**config.mk**
```make
export PLATFORM = sky130hd
export DESIGN_NAME = external_internal_interrupt_ctrl
export DESIGN_NICKNAME = d
export VERILOG_FILES = /design/src/hw/intc_pkg.sv /design/src/hw/external_internal_interrupt_ctrl.sv
export SDC_FILE = /design/constraint.sdc
export NUM_CORES = 1
export LEC_CHECK = 0
export BUFFER_PORTS_ARGS = -buffer_cell sky130_fd_sc_hd__buf_2
export CAP_MARGIN = 20
export CORE_ASPECT_RATIO = 0.6
export CORE_MARGIN = 3
export CORE_UTILIZATION = 52
export DETAILED_ROUTE_END_ITERATION = 6
export HOLD_SLACK_MARGIN = 0.03
export PLACE_DENSITY = 0.78
export SLEW_MARGIN = 25
export SYNTH_ARGS = -nofsm -noshare
export SYNTH_HDL_FRONTEND = slang
export SYNTH_SLANG_ARGS = --single-unit
```
**constraint.sdc**
```tcl
create_clock -name core_clk -period 2.5 [get_ports core_clk]
set_clock_uncertainty 0.15 [all_clocks]
set_input_delay 0.625 -clock core_clk [delete_from_list [all_inputs] [get_ports core_clk]]
set_output_delay 0.625 -clock core_clk [all_outputs]
set_load 0.05 [all_outputs]
```
**src/hw/intc_pkg.sv**
```systemverilog
package intc_pkg;
  // Register byte offsets
  localparam logic [7:0] OFS_EDGE_ONE = 8'h00;
  localparam logic [7:0] OFS_EDGE_TWO = 8'h04;
  localparam logic [7:0] OFS_PMODE_ONE = 8'h08;
  localparam logic [7:0] OFS_PMODE_FIVE = 8'h0C;
  localparam logic [7:0] OFS_REQ_FLAG = 8'h10;
  localparam logic [7:0] OFS_REQ_ENABLE = 8'h14;
  localparam logic [7:0] OFS_WAKE_FLAG = 8'h18;
  localparam logic [7:0] OFS_PERIPH_EN = 8'h1C;
  localparam logic [7:0] OFS_PERIPH_FLAG = 8'h20;
  localparam logic [7:0] OFS_STATUS = 8'h24;
  // Field positions
  localparam int NMI_EDGE_BIT = 7;
  localparam int WAKE_GROUP_EN_BIT = 5;
  localparam int TIMERA_BIT = 6;
  localparam int DIRECT_BIT = 7;
  localparam int NUM_EXT = 4;
  localparam int NUM_WAKE = 6;
  localparam logic [7:0] WAKE_FLAG_RSVD = 8'hC0;
  localparam logic [7:0] REG_RESET = 8'h00;
  // Vector numbers; lower number wins among maskable sources
  localparam logic [5:0] VEC_NMI = 6'h07;
  localparam logic [5:0] VEC_EXT0 = 6'h08;
  localparam logic [5:0] VEC_WAKE = 6'h0C;
  localparam logic [5:0] VEC_TIMERA = 6'h0D;
  localparam logic [5:0] VEC_DIRECT = 6'h0E;
  localparam logic [5:0] VEC_PERIPH0 = 6'h10;
  // Acceptance overhead in states (clock cycles)
  localparam logic [2:0] STACK_STATES = 3'h4;
  localparam logic [2:0] VECTOR_STATES = 3'h2;
  localparam logic [2:0] FETCH_STATES = 3'h4;
  localparam logic [2:0] INTERNAL_STATES = 3'h4;
  // AHB codes
  localparam logic [1:0] HTRANS_NONSEQ = 2'h2;
  localparam logic [1:0] HTRANS_SEQ = 2'h3;
  localparam logic [2:0] HSIZE_WORD = 3'h2;
  typedef enum {SEQ_IDLE, SEQ_STACK, SEQ_VECTOR, SEQ_FETCH, SEQ_INTERNAL} seq_state_t;
endpackage

```
**src/hw/external_internal_interrupt_ctrl.sv**
```systemverilog
// The AHB-Lite register port and the placing of the registers are this design's own decisions.
`timescale 1ns/1ps
module external_internal_interrupt_ctrl
  import intc_pkg::*;
#(
  parameter int NUM_PERIPH = 4
) (
  input wire logic core_clk,
  input wire logic reset,
  // AHB-Lite slave
  input wire logic hsel,
  input wire logic [7:0] haddr,
  input wire logic [1:0] htrans,
  input wire logic hwrite,
  input wire logic [2:0] hsize,
  input wire logic [31:0] hwdata,
  input wire logic hready,
  output logic hreadyout,
  output logic hresp,
  output logic [31:0] hrdata,
  // Pins idle high, asynchronous
  input wire logic nonmaskPin,
  input wire logic [NUM_EXT-1:0] ext_request_pins,
  input wire logic [NUM_WAKE-1:0] wake_request_pins,
  // On-chip request events
  input wire logic timerAReq,
  input wire logic directXferReq,
  input wire logic [NUM_PERIPH-1:0] periphReq,
  // Core side
  input wire logic instrDone,
  input wire logic globalMask,
  input wire logic [15:0] nextPc,
  input wire logic [7:0] ccrIn,
  input wire logic [15:0] stackPtr,
  output logic reqValid,
  output logic [5:0] reqVector,
  output logic seqBusy,
  output logic stackWrite,
  output logic [15:0] stackAddr,
  output logic [15:0] stackData,
  output logic [15:0] newStackPtr,
  output logic setMask,
  output logic pcLoad,
  output logic [15:0] pcLoadValue,
  output logic handlerStart
);

  if (NUM_PERIPH < 1 || NUM_PERIPH > 16) begin : g_bad_periph
    $error("NUM_PERIPH must be 1 to 16");
  end

  localparam int NUM_PINS = 1 + NUM_EXT + NUM_WAKE;

  logic [7:0] wrAddr_ff;
  logic wrPend_ff;
  logic [31:0] hrdata_ff;
  logic addrPhase;
  logic [7:0] wdat;
  logic wrStrobe;

  assign addrPhase = hsel && hready && (htrans == HTRANS_NONSEQ || htrans == HTRANS_SEQ);
  assign wrStrobe = wrPend_ff;
  assign wdat = hwdata[7:0];
  assign hreadyout = 1'b1;
  assign hresp = 1'b0;
  assign hrdata = hrdata_ff;

  function automatic logic isWrite(input logic [7:0] ofs, input logic [7:0] a, input logic s);
    return s && (a == ofs);
  endfunction

  always_ff @(posedge core_clk) begin
    if (reset) begin
      wrPend_ff <= 1'b0;
      wrAddr_ff <= 8'h00;
    end else begin
      wrPend_ff <= addrPhase && hwrite && (hsize == HSIZE_WORD);
      wrAddr_ff <= {haddr[7:2], 2'b00};
    end
  end

  logic [7:0] edge_select_reg_one_ff;
  logic [7:0] edge_select_reg_two_ff;
  logic [7:0] port_mode_reg_one_ff;
  logic [7:0] port_mode_reg_five_ff;
  logic [7:0] request_enable_reg_ff;
  logic [15:0] periphEnable_ff;

  always_ff @(posedge core_clk) begin
    if (reset) begin
      edge_select_reg_one_ff <= REG_RESET;
      edge_select_reg_two_ff <= REG_RESET;
      port_mode_reg_one_ff <= REG_RESET;
      port_mode_reg_five_ff <= REG_RESET;
      request_enable_reg_ff <= REG_RESET;
      periphEnable_ff <= 16'h0000;
    end else begin
      if (isWrite(OFS_EDGE_ONE, wrAddr_ff, wrStrobe)) begin
        edge_select_reg_one_ff <= wdat & 8'h8F;
      end
      if (isWrite(OFS_EDGE_TWO, wrAddr_ff, wrStrobe)) begin
        edge_select_reg_two_ff <= wdat & 8'h3F;
      end
      if (isWrite(OFS_PMODE_ONE, wrAddr_ff, wrStrobe)) begin
        port_mode_reg_one_ff <= wdat & 8'h0F;
      end
      if (isWrite(OFS_PMODE_FIVE, wrAddr_ff, wrStrobe)) begin
        port_mode_reg_five_ff <= wdat & 8'h3F;
      end
      if (isWrite(OFS_REQ_ENABLE, wrAddr_ff, wrStrobe)) begin
        request_enable_reg_ff <= wdat & 8'hEF;
      end
      if (isWrite(OFS_PERIPH_EN, wrAddr_ff, wrStrobe)) begin
        periphEnable_ff <= hwdata[15:0];
      end
    end
  end

  logic [NUM_PINS-1:0] pinMeta_ff;
  logic [NUM_PINS-1:0] pinSync_ff;
  logic [NUM_PINS-1:0] pinPrev_ff;
  logic [NUM_PINS-1:0] pinMode;
  logic [NUM_PINS-1:0] pinEdgeRise;
  logic [NUM_PINS-1:0] pinLevel;
  logic [NUM_PINS-1:0] pinHit;

  assign pinMode = {port_mode_reg_five_ff[NUM_WAKE-1:0],
                    port_mode_reg_one_ff[NUM_EXT-1:0], 1'b1};
  assign pinEdgeRise = {edge_select_reg_two_ff[NUM_WAKE-1:0],
                        edge_select_reg_one_ff[NUM_EXT-1:0],
                        edge_select_reg_one_ff[NMI_EDGE_BIT]};

  // Two-stage sync then compare with previous sample
  always_ff @(posedge core_clk) begin
    if (reset) begin
      pinMeta_ff <= '1;
      pinSync_ff <= '1;
      pinPrev_ff <= '1;
    end else begin
      pinMeta_ff <= {wake_request_pins, ext_request_pins, nonmaskPin};
      pinSync_ff <= pinMeta_ff;
      pinPrev_ff <= pinLevel;
    end
  end

  genvar gi;
  generate
    for (gi = 0; gi < NUM_PINS; gi++) begin : g_edge
      // A pin outside interrupt mode reads idle high, so a mode change can edge
      assign pinLevel[gi] = pinMode[gi] ? pinSync_ff[gi] : 1'b1;
      assign pinHit[gi] = pinEdgeRise[gi] ? (pinLevel[gi] && !pinPrev_ff[gi])
                                          : (!pinLevel[gi] && pinPrev_ff[gi]);
    end
  endgenerate

  logic [7:0] request_flag_reg_ff;
  logic [7:0] wake_flag_reg_ff;
  logic [15:0] periphFlag_ff;
  logic nmiPend_ff;
  logic [7:0] reqSet;
  logic [7:0] reqKeep;
  logic [7:0] wakeKeep;
  logic accept;
  logic acceptNmi;

  assign reqSet = {directXferReq, timerAReq, 2'b00, pinHit[NUM_EXT:1]};
  assign reqKeep = isWrite(OFS_REQ_FLAG, wrAddr_ff, wrStrobe) ? wdat : 8'hFF;
  assign wakeKeep = isWrite(OFS_WAKE_FLAG, wrAddr_ff, wrStrobe) ? wdat : 8'hFF;

  always_ff @(posedge core_clk) begin
    if (reset) begin
      request_flag_reg_ff <= REG_RESET;
      wake_flag_reg_ff <= REG_RESET;
    end else begin
      // Set wins over a simultaneous clear
      request_flag_reg_ff <= ((request_flag_reg_ff & reqKeep) | reqSet) & 8'hCF;
      wake_flag_reg_ff <= ((wake_flag_reg_ff & wakeKeep)
                          | {2'b00, pinHit[NUM_PINS-1:NUM_EXT+1]}) & 8'h3F;
    end
  end

  // Peripheral status flags; cleared by writing 0 at their offset
  always_ff @(posedge core_clk) begin
    if (reset) begin
      periphFlag_ff <= 16'h0000;
    end else if (isWrite(OFS_PERIPH_FLAG, wrAddr_ff, wrStrobe)) begin
      periphFlag_ff[NUM_PERIPH-1:0] <= (periphFlag_ff[NUM_PERIPH-1:0]
                                       & hwdata[NUM_PERIPH-1:0]) | periphReq;
    end else begin
      periphFlag_ff[NUM_PERIPH-1:0] <= periphFlag_ff[NUM_PERIPH-1:0] | periphReq;
    end
  end

  // Non-maskable request is held until accepted
  always_ff @(posedge core_clk) begin
    if (reset) begin
      nmiPend_ff <= 1'b0;
    end else if (pinHit[0]) begin
      nmiPend_ff <= 1'b1;
    end else if (acceptNmi) begin
      nmiPend_ff <= 1'b0;
    end
  end

  logic [NUM_EXT-1:0] extActive;
  logic wakeActive;
  logic timerAActive;
  logic directActive;
  logic [15:0] periphActive;
  logic maskActive;
  logic [5:0] maskVector;

  assign extActive = request_flag_reg_ff[NUM_EXT-1:0] & request_enable_reg_ff[NUM_EXT-1:0];
  // Single group enable for the wake pins
  assign wakeActive = (|wake_flag_reg_ff) && request_enable_reg_ff[WAKE_GROUP_EN_BIT];
  assign timerAActive = request_flag_reg_ff[TIMERA_BIT] && request_enable_reg_ff[TIMERA_BIT];
  assign directActive = request_flag_reg_ff[DIRECT_BIT] && request_enable_reg_ff[DIRECT_BIT];
  assign periphActive = periphFlag_ff & periphEnable_ff;

  // Lowest vector number wins, scanned from highest down
  always_comb begin
    maskActive = 1'b0;
    maskVector = VEC_NMI;
    for (int i = NUM_PERIPH - 1; i >= 0; i--) begin
      if (periphActive[i]) begin
        maskActive = 1'b1;
        maskVector = VEC_PERIPH0 + 6'(i);
      end
    end
    if (directActive) begin
      maskActive = 1'b1;
      maskVector = VEC_DIRECT;
    end
    if (timerAActive) begin
      maskActive = 1'b1;
      maskVector = VEC_TIMERA;
    end
    if (wakeActive) begin
      maskActive = 1'b1;
      maskVector = VEC_WAKE;
    end
    for (int i = NUM_EXT - 1; i >= 0; i--) begin
      if (extActive[i]) begin
        maskActive = 1'b1;
        maskVector = VEC_EXT0 + 6'(i);
      end
    end
  end

  seq_state_t seqState_ff;
  logic [2:0] seqCount_ff;
  logic armed_ff;
  logic [5:0] acceptedVec_ff;
  logic [15:0] savedPc_ff;
  logic [7:0] savedCcr_ff;
  logic [15:0] spBase_ff;
  logic lastCycle;

  // Non-maskable first, else best maskable one
  // Maskable ones wait while the mask bit is 1
  // Nothing is presented until the first instruction has run
  assign reqValid = armed_ff && (seqState_ff == SEQ_IDLE)
                    && (nmiPend_ff || (maskActive && !globalMask));
  assign reqVector = nmiPend_ff ? VEC_NMI : maskVector;
  assign accept = reqValid && instrDone;
  assign acceptNmi = accept && nmiPend_ff;

  // Armed by the first completed instruction
  always_ff @(posedge core_clk) begin
    if (reset) begin
      armed_ff <= 1'b0;
    end else if (instrDone) begin
      armed_ff <= 1'b1;
    end
  end

  always_comb begin
    unique case (seqState_ff)
      SEQ_STACK: lastCycle = (seqCount_ff == STACK_STATES - 3'h1);
      SEQ_VECTOR: lastCycle = (seqCount_ff == VECTOR_STATES - 3'h1);
      SEQ_FETCH: lastCycle = (seqCount_ff == FETCH_STATES - 3'h1);
      SEQ_INTERNAL: lastCycle = (seqCount_ff == INTERNAL_STATES - 3'h1);
      SEQ_IDLE: lastCycle = 1'b0;
    endcase
  end

  always_ff @(posedge core_clk) begin
    if (reset) begin
      seqState_ff <= SEQ_IDLE;
      seqCount_ff <= 3'h0;
    end else begin
      seqCount_ff <= (lastCycle || seqState_ff == SEQ_IDLE) ? 3'h0 : seqCount_ff + 3'h1;
      unique case (seqState_ff)
        SEQ_IDLE: if (accept) begin
          seqState_ff <= SEQ_STACK;
        end
        SEQ_STACK: if (lastCycle) begin
          seqState_ff <= SEQ_VECTOR;
        end
        SEQ_VECTOR: if (lastCycle) begin
          seqState_ff <= SEQ_FETCH;
        end
        SEQ_FETCH: if (lastCycle) begin
          seqState_ff <= SEQ_INTERNAL;
        end
        SEQ_INTERNAL: if (lastCycle) begin
          seqState_ff <= SEQ_IDLE;
        end
      endcase
    end
  end

  always_ff @(posedge core_clk) begin
    if (reset) begin
      acceptedVec_ff <= VEC_NMI;
      savedPc_ff <= 16'h0000;
      savedCcr_ff <= 8'h00;
      spBase_ff <= 16'h0000;
    end else if (accept) begin
      acceptedVec_ff <= reqVector;
      // Stacked counter is the next instruction
      savedPc_ff <= nextPc;
      savedCcr_ff <= ccrIn;
      // Stack word accesses ignore address bit 0
      spBase_ff <= {stackPtr[15:1], 1'b0};
    end
  end

  // Outputs to the core, registered
  always_ff @(posedge core_clk) begin
    if (reset) begin
      stackWrite <= 1'b0;
      stackAddr <= 16'h0000;
      stackData <= 16'h0000;
      newStackPtr <= 16'h0000;
      setMask <= 1'b0;
      pcLoad <= 1'b0;
      pcLoadValue <= 16'h0000;
      handlerStart <= 1'b0;
    end else begin
      // Counter pushed first, condition codes below it
      stackWrite <= (seqState_ff == SEQ_STACK) && seqCount_ff[0];
      if (seqState_ff == SEQ_STACK && seqCount_ff == 3'h1) begin
        stackAddr <= spBase_ff - 16'h0002;
        stackData <= savedPc_ff;
      end else if (seqState_ff == SEQ_STACK && seqCount_ff == 3'h3) begin
        stackAddr <= spBase_ff - 16'h0004;
        stackData <= {savedCcr_ff, savedCcr_ff};
        newStackPtr <= spBase_ff - 16'h0004;
      end
      // Mask bit set once stacking ends
      setMask <= (seqState_ff == SEQ_STACK) && lastCycle;
      // Vector address loaded into the counter
      pcLoad <= (seqState_ff == SEQ_VECTOR) && lastCycle;
      if ((seqState_ff == SEQ_VECTOR) && lastCycle) begin
        pcLoadValue <= {9'h000, acceptedVec_ff, 1'b0};
      end
      handlerStart <= (seqState_ff == SEQ_INTERNAL) && lastCycle;
    end
  end

  assign seqBusy = (seqState_ff != SEQ_IDLE);

  always_ff @(posedge core_clk) begin
    if (reset) begin
      hrdata_ff <= 32'h00000000;
    end else if (addrPhase && !hwrite) begin
      unique case ({haddr[7:2], 2'b00})
        OFS_EDGE_ONE: hrdata_ff <= {24'h000000, edge_select_reg_one_ff};
        OFS_EDGE_TWO: hrdata_ff <= {24'h000000, edge_select_reg_two_ff};
        OFS_PMODE_ONE: hrdata_ff <= {24'h000000, port_mode_reg_one_ff};
        OFS_PMODE_FIVE: hrdata_ff <= {24'h000000, port_mode_reg_five_ff};
        OFS_REQ_FLAG: hrdata_ff <= {24'h000000, request_flag_reg_ff};
        OFS_REQ_ENABLE: hrdata_ff <= {24'h000000, request_enable_reg_ff};
        OFS_WAKE_FLAG: hrdata_ff <= {24'h000000, wake_flag_reg_ff | WAKE_FLAG_RSVD};
        OFS_PERIPH_EN: hrdata_ff <= {16'h0000, periphEnable_ff};
        OFS_PERIPH_FLAG: hrdata_ff <= {16'h0000, periphFlag_ff};
        OFS_STATUS: hrdata_ff <= {16'h0000, 2'b00, reqVector, 4'h0,
                                  nmiPend_ff, reqValid, seqBusy, armed_ff};
        default: hrdata_ff <= 32'h00000000;
      endcase
    end
  end

endmodule

```
==> metrics <==
outcome finished, violations left; failing checks setup timing; Max VDD drop 510 µV; Synth Cell Area roughly 10000 µm²; num ports 219; Worst EP arrival 1.99 ns; syn_area_per_cell 8.82 µm²; Crit Path Category flip-flop to primary output; Achievable Freq around 0.36 GHz; routed wire length 28000 µm; sequential fraction of the synthesis area 44.8%; switching share of power 23.6%; Core Rows 38; Final nets 1406; GP Congestion 0.891; Sw Pwr roughly 0.0018 W; routed via count approximately 9000; total gr overflow 0; final setup fails 6; required time worst endpoint 1.73 ns; Worst Max-Slew Pin Slew 0.649 ns; clock slew at reported path FFs 0.06 ns; First-pass DRT Iterations 5; Yosys top cell area share 44.8%; clock root buffer clkbuf_16; sequential share of power just under 50%; input/output buffers 166; hold crit path type input pin to flip-flop; register area 4480 µm²; CTS sink count 223; maxcap violations 0; clk buf depth 3; Leak Pwr 4.66 nW; CP Max Fanout 3; post-layout util 65.0%; post-synth cell types 74; global-route wire length before repair roughly 44000 µm; yosys warns 0; Int Pwr roughly 0.0057 W; Synth Register Bits 223; Slew HR 56.6%; Die H 113 µm; RSZ-0062 raised after global routing yes; most frequent cells in the layout dfxtp_1, buf_2, nor2_1; final std cells w/o fill ~1500; fraction of layout cells with a size suffix above 1 a little over a quarter; Comb pwr share 7.2%; Final HPWL DP 19500 µm; Vias/cell 5.80; initial DRC count 939; Gate Count Post-Synth 1129; die area 20900 µm²; commonest non-fill, non-tap cell in the layout dfxtp_1; Post-CTS Hold Fix Bufs 0; Final WS setup -0.264 ns; startpoint types flip-flop; CTS tree yes; vias in the first global route about 8000; Die X-Extent 185 µm; H-tree depth 1; Antenna diodes 0; setup_tns -0.991 ns; cell type with the largest total area after synthesis dfxtp_1; Tmin final 2.76 ns; area grow syn2layout 20.0%; fill cell count 1570; initial core utilization about 54%; Core ar. 18400 µm²; Clk pwr share 43.9%; WL per Instance 18.2 µm; Tcrit/Tclk final 111%; largest cells by area after synthesis dfxtp_1, a21oi_1, nor2_1, nand2_1, mux2i_1; Fin. Hold Viols 0; antenna violations before repair 0; Num CTS Buffers 21; GR Util All Layers 26.0%; Post-synth ARST share 0%; Routed Antenna Nets 0; crit end category primary output; EDFF count, synth 0; multi-input logic area just over 5000 µm²; pwr dens 620 nW/µm²; ys flop type dfxtp_1; pin count of the biggest net entering global routing 74; drc violations 0; placed cell count 1499; Clk Latency, worst-skew pair ~0.5 ns; Slew Limit Fails 0
## registers in the layout, indices dropped and copies added (netlist names), 4 cells and up
name,flops
savedPc_ff,16
pinPrev_ff,11
port_mode_reg_one_ff,4
port_mode_reg_five_ff,6
pinSync_ff,11
edge_select_reg_two_ff,6
newStackPtr,15
pinMeta_ff,11
acceptedVec_ff,5
pcLoadValue,5
spBase_ff,15
request_flag_reg_ff,6
periphFlag_ff,4
hrdata,16
periphEnable_ff,16
edge_select_reg_one_ff,5
wake_flag_reg_ff,6
request_enable_reg_ff,7
savedCcr_ff,8
stackAddr,15
wrAddr_ff,6
stackData,16
## worst paths after layout
kind	startpoint	end	slack, ns	cells past startpoint
worst max-delay path	wake_flag_reg_ff[1]	reqVector[0]	-0.26	6
worst min-delay path	ext_request_pins[0]	pinMeta_ff[1]	0.15	2
worst max register to register	seqCount_ff[0]	stackAddr[5]	0.25	8
worst min register to register	pinMeta_ff[0]	pinSync_ff[0]	0.26	1
## per-layer routing
metal / global-route usage, % / vias up / share of wire (%)
met2: 35.9 / 408 / 40
met1: 41.4 / 4235 / 48
met3: 5.33 / 42 / 9.8
met4: 5.34 / 0 / 1.9
met5: 0 / - / 0
li1: - / 4276 / -
## stage by stage
stage	cell area, µm²	setup WS [ns]	total power (W)	hold WS (ns)
floorplan	10100	0.111	0.00409	0.239
global route	12000	-0.324	0.00763	0.142
CTS	11900	-0.223	0.00743	0.139
global placement	11000	0.147	0.00422	0.241
detailed placement	11000	0.138	0.00422	0.246
finish	12000	-0.264	0.00741	0.152
## what timing repair did
action / in CTS / in global routing
resized for setup: 32 / 10
setup buffers: 7 / 3
pin swaps: 10 / 7
setup endpoints to repair: 6 / 9
endpoints found under the hold margin: 0 / 0
## cell usage after synthesis, drive strengths merged, types with 4 or more instances
master  instances
a211oi         23
a21oi         103
a22oi          14
a311oi         18
a31oi           7
a32oi           5
and3            6
buf            49
clkbuf         69
dfxtp         223
ha              6
inv            13
mux2            4
mux2i          39
mux4            6
nand2         116
nand2b          8
nand3          15
nand3b          7
nor2          136
nor2b          24
nor3           17
nor4            7
nor4b           6
o211ai         42
o21ai          30
o31ai          41
or2            27
xnor2          15
xor2            8
## layout make-up
class | count | area share, %
clock buffers | 31 | 5.13
clock inverters | 5 | 0.659
inverters | 14 | 0.440
multi-input cells | 804 | 42.3
flip-flops and latches | 223 | 37.5
well taps | 240 | 2.51
repair buffers | 227 | 11.5
## critical path: stages (launching register included)
cell and delay (ns):
dfxtp_2 0.34, nor4_4 0.28, buf_4 0.18, nand2_2 0.06
a221oi_2 0.31, or2_4 0.19, buf_8 0.14
## power by group through the flow
stage,clock [W],combinational (W),sequential [W]
global placement,0,0.000520,0.00370
global route,0.00343,0.000574,0.00362
floorplan,0,0.000394,0.00370
CTS,0.00328,0.000526,0.00362
detailed placement,0,0.000523,0.00370
finish,0.00325,0.000534,0.00362
## logic make-up (layout without fill, tap and decap cells)
| family | Yosys count | count (layout) | synth area share [%] |
|---|---|---|---|
| muxes | 49 | 49 | 5.73 |
| DFF | 223 | 223 | 44.8 |
| xor gates and xnor gates | 23 | 23 | 2.02 |
| AOI/OAI and AO/OA | 307 | 307 | 20.5 |
| adders and majority gates | 6 | 6 | 0.754 |
| buffers and inverters | 132 | 277 | 6.78 |
| other | 2 | 32 | 0.0754 |
| and+or+nand+nor | 387 | 387 | 19.3 |
(Power assumes the default switching activity.)
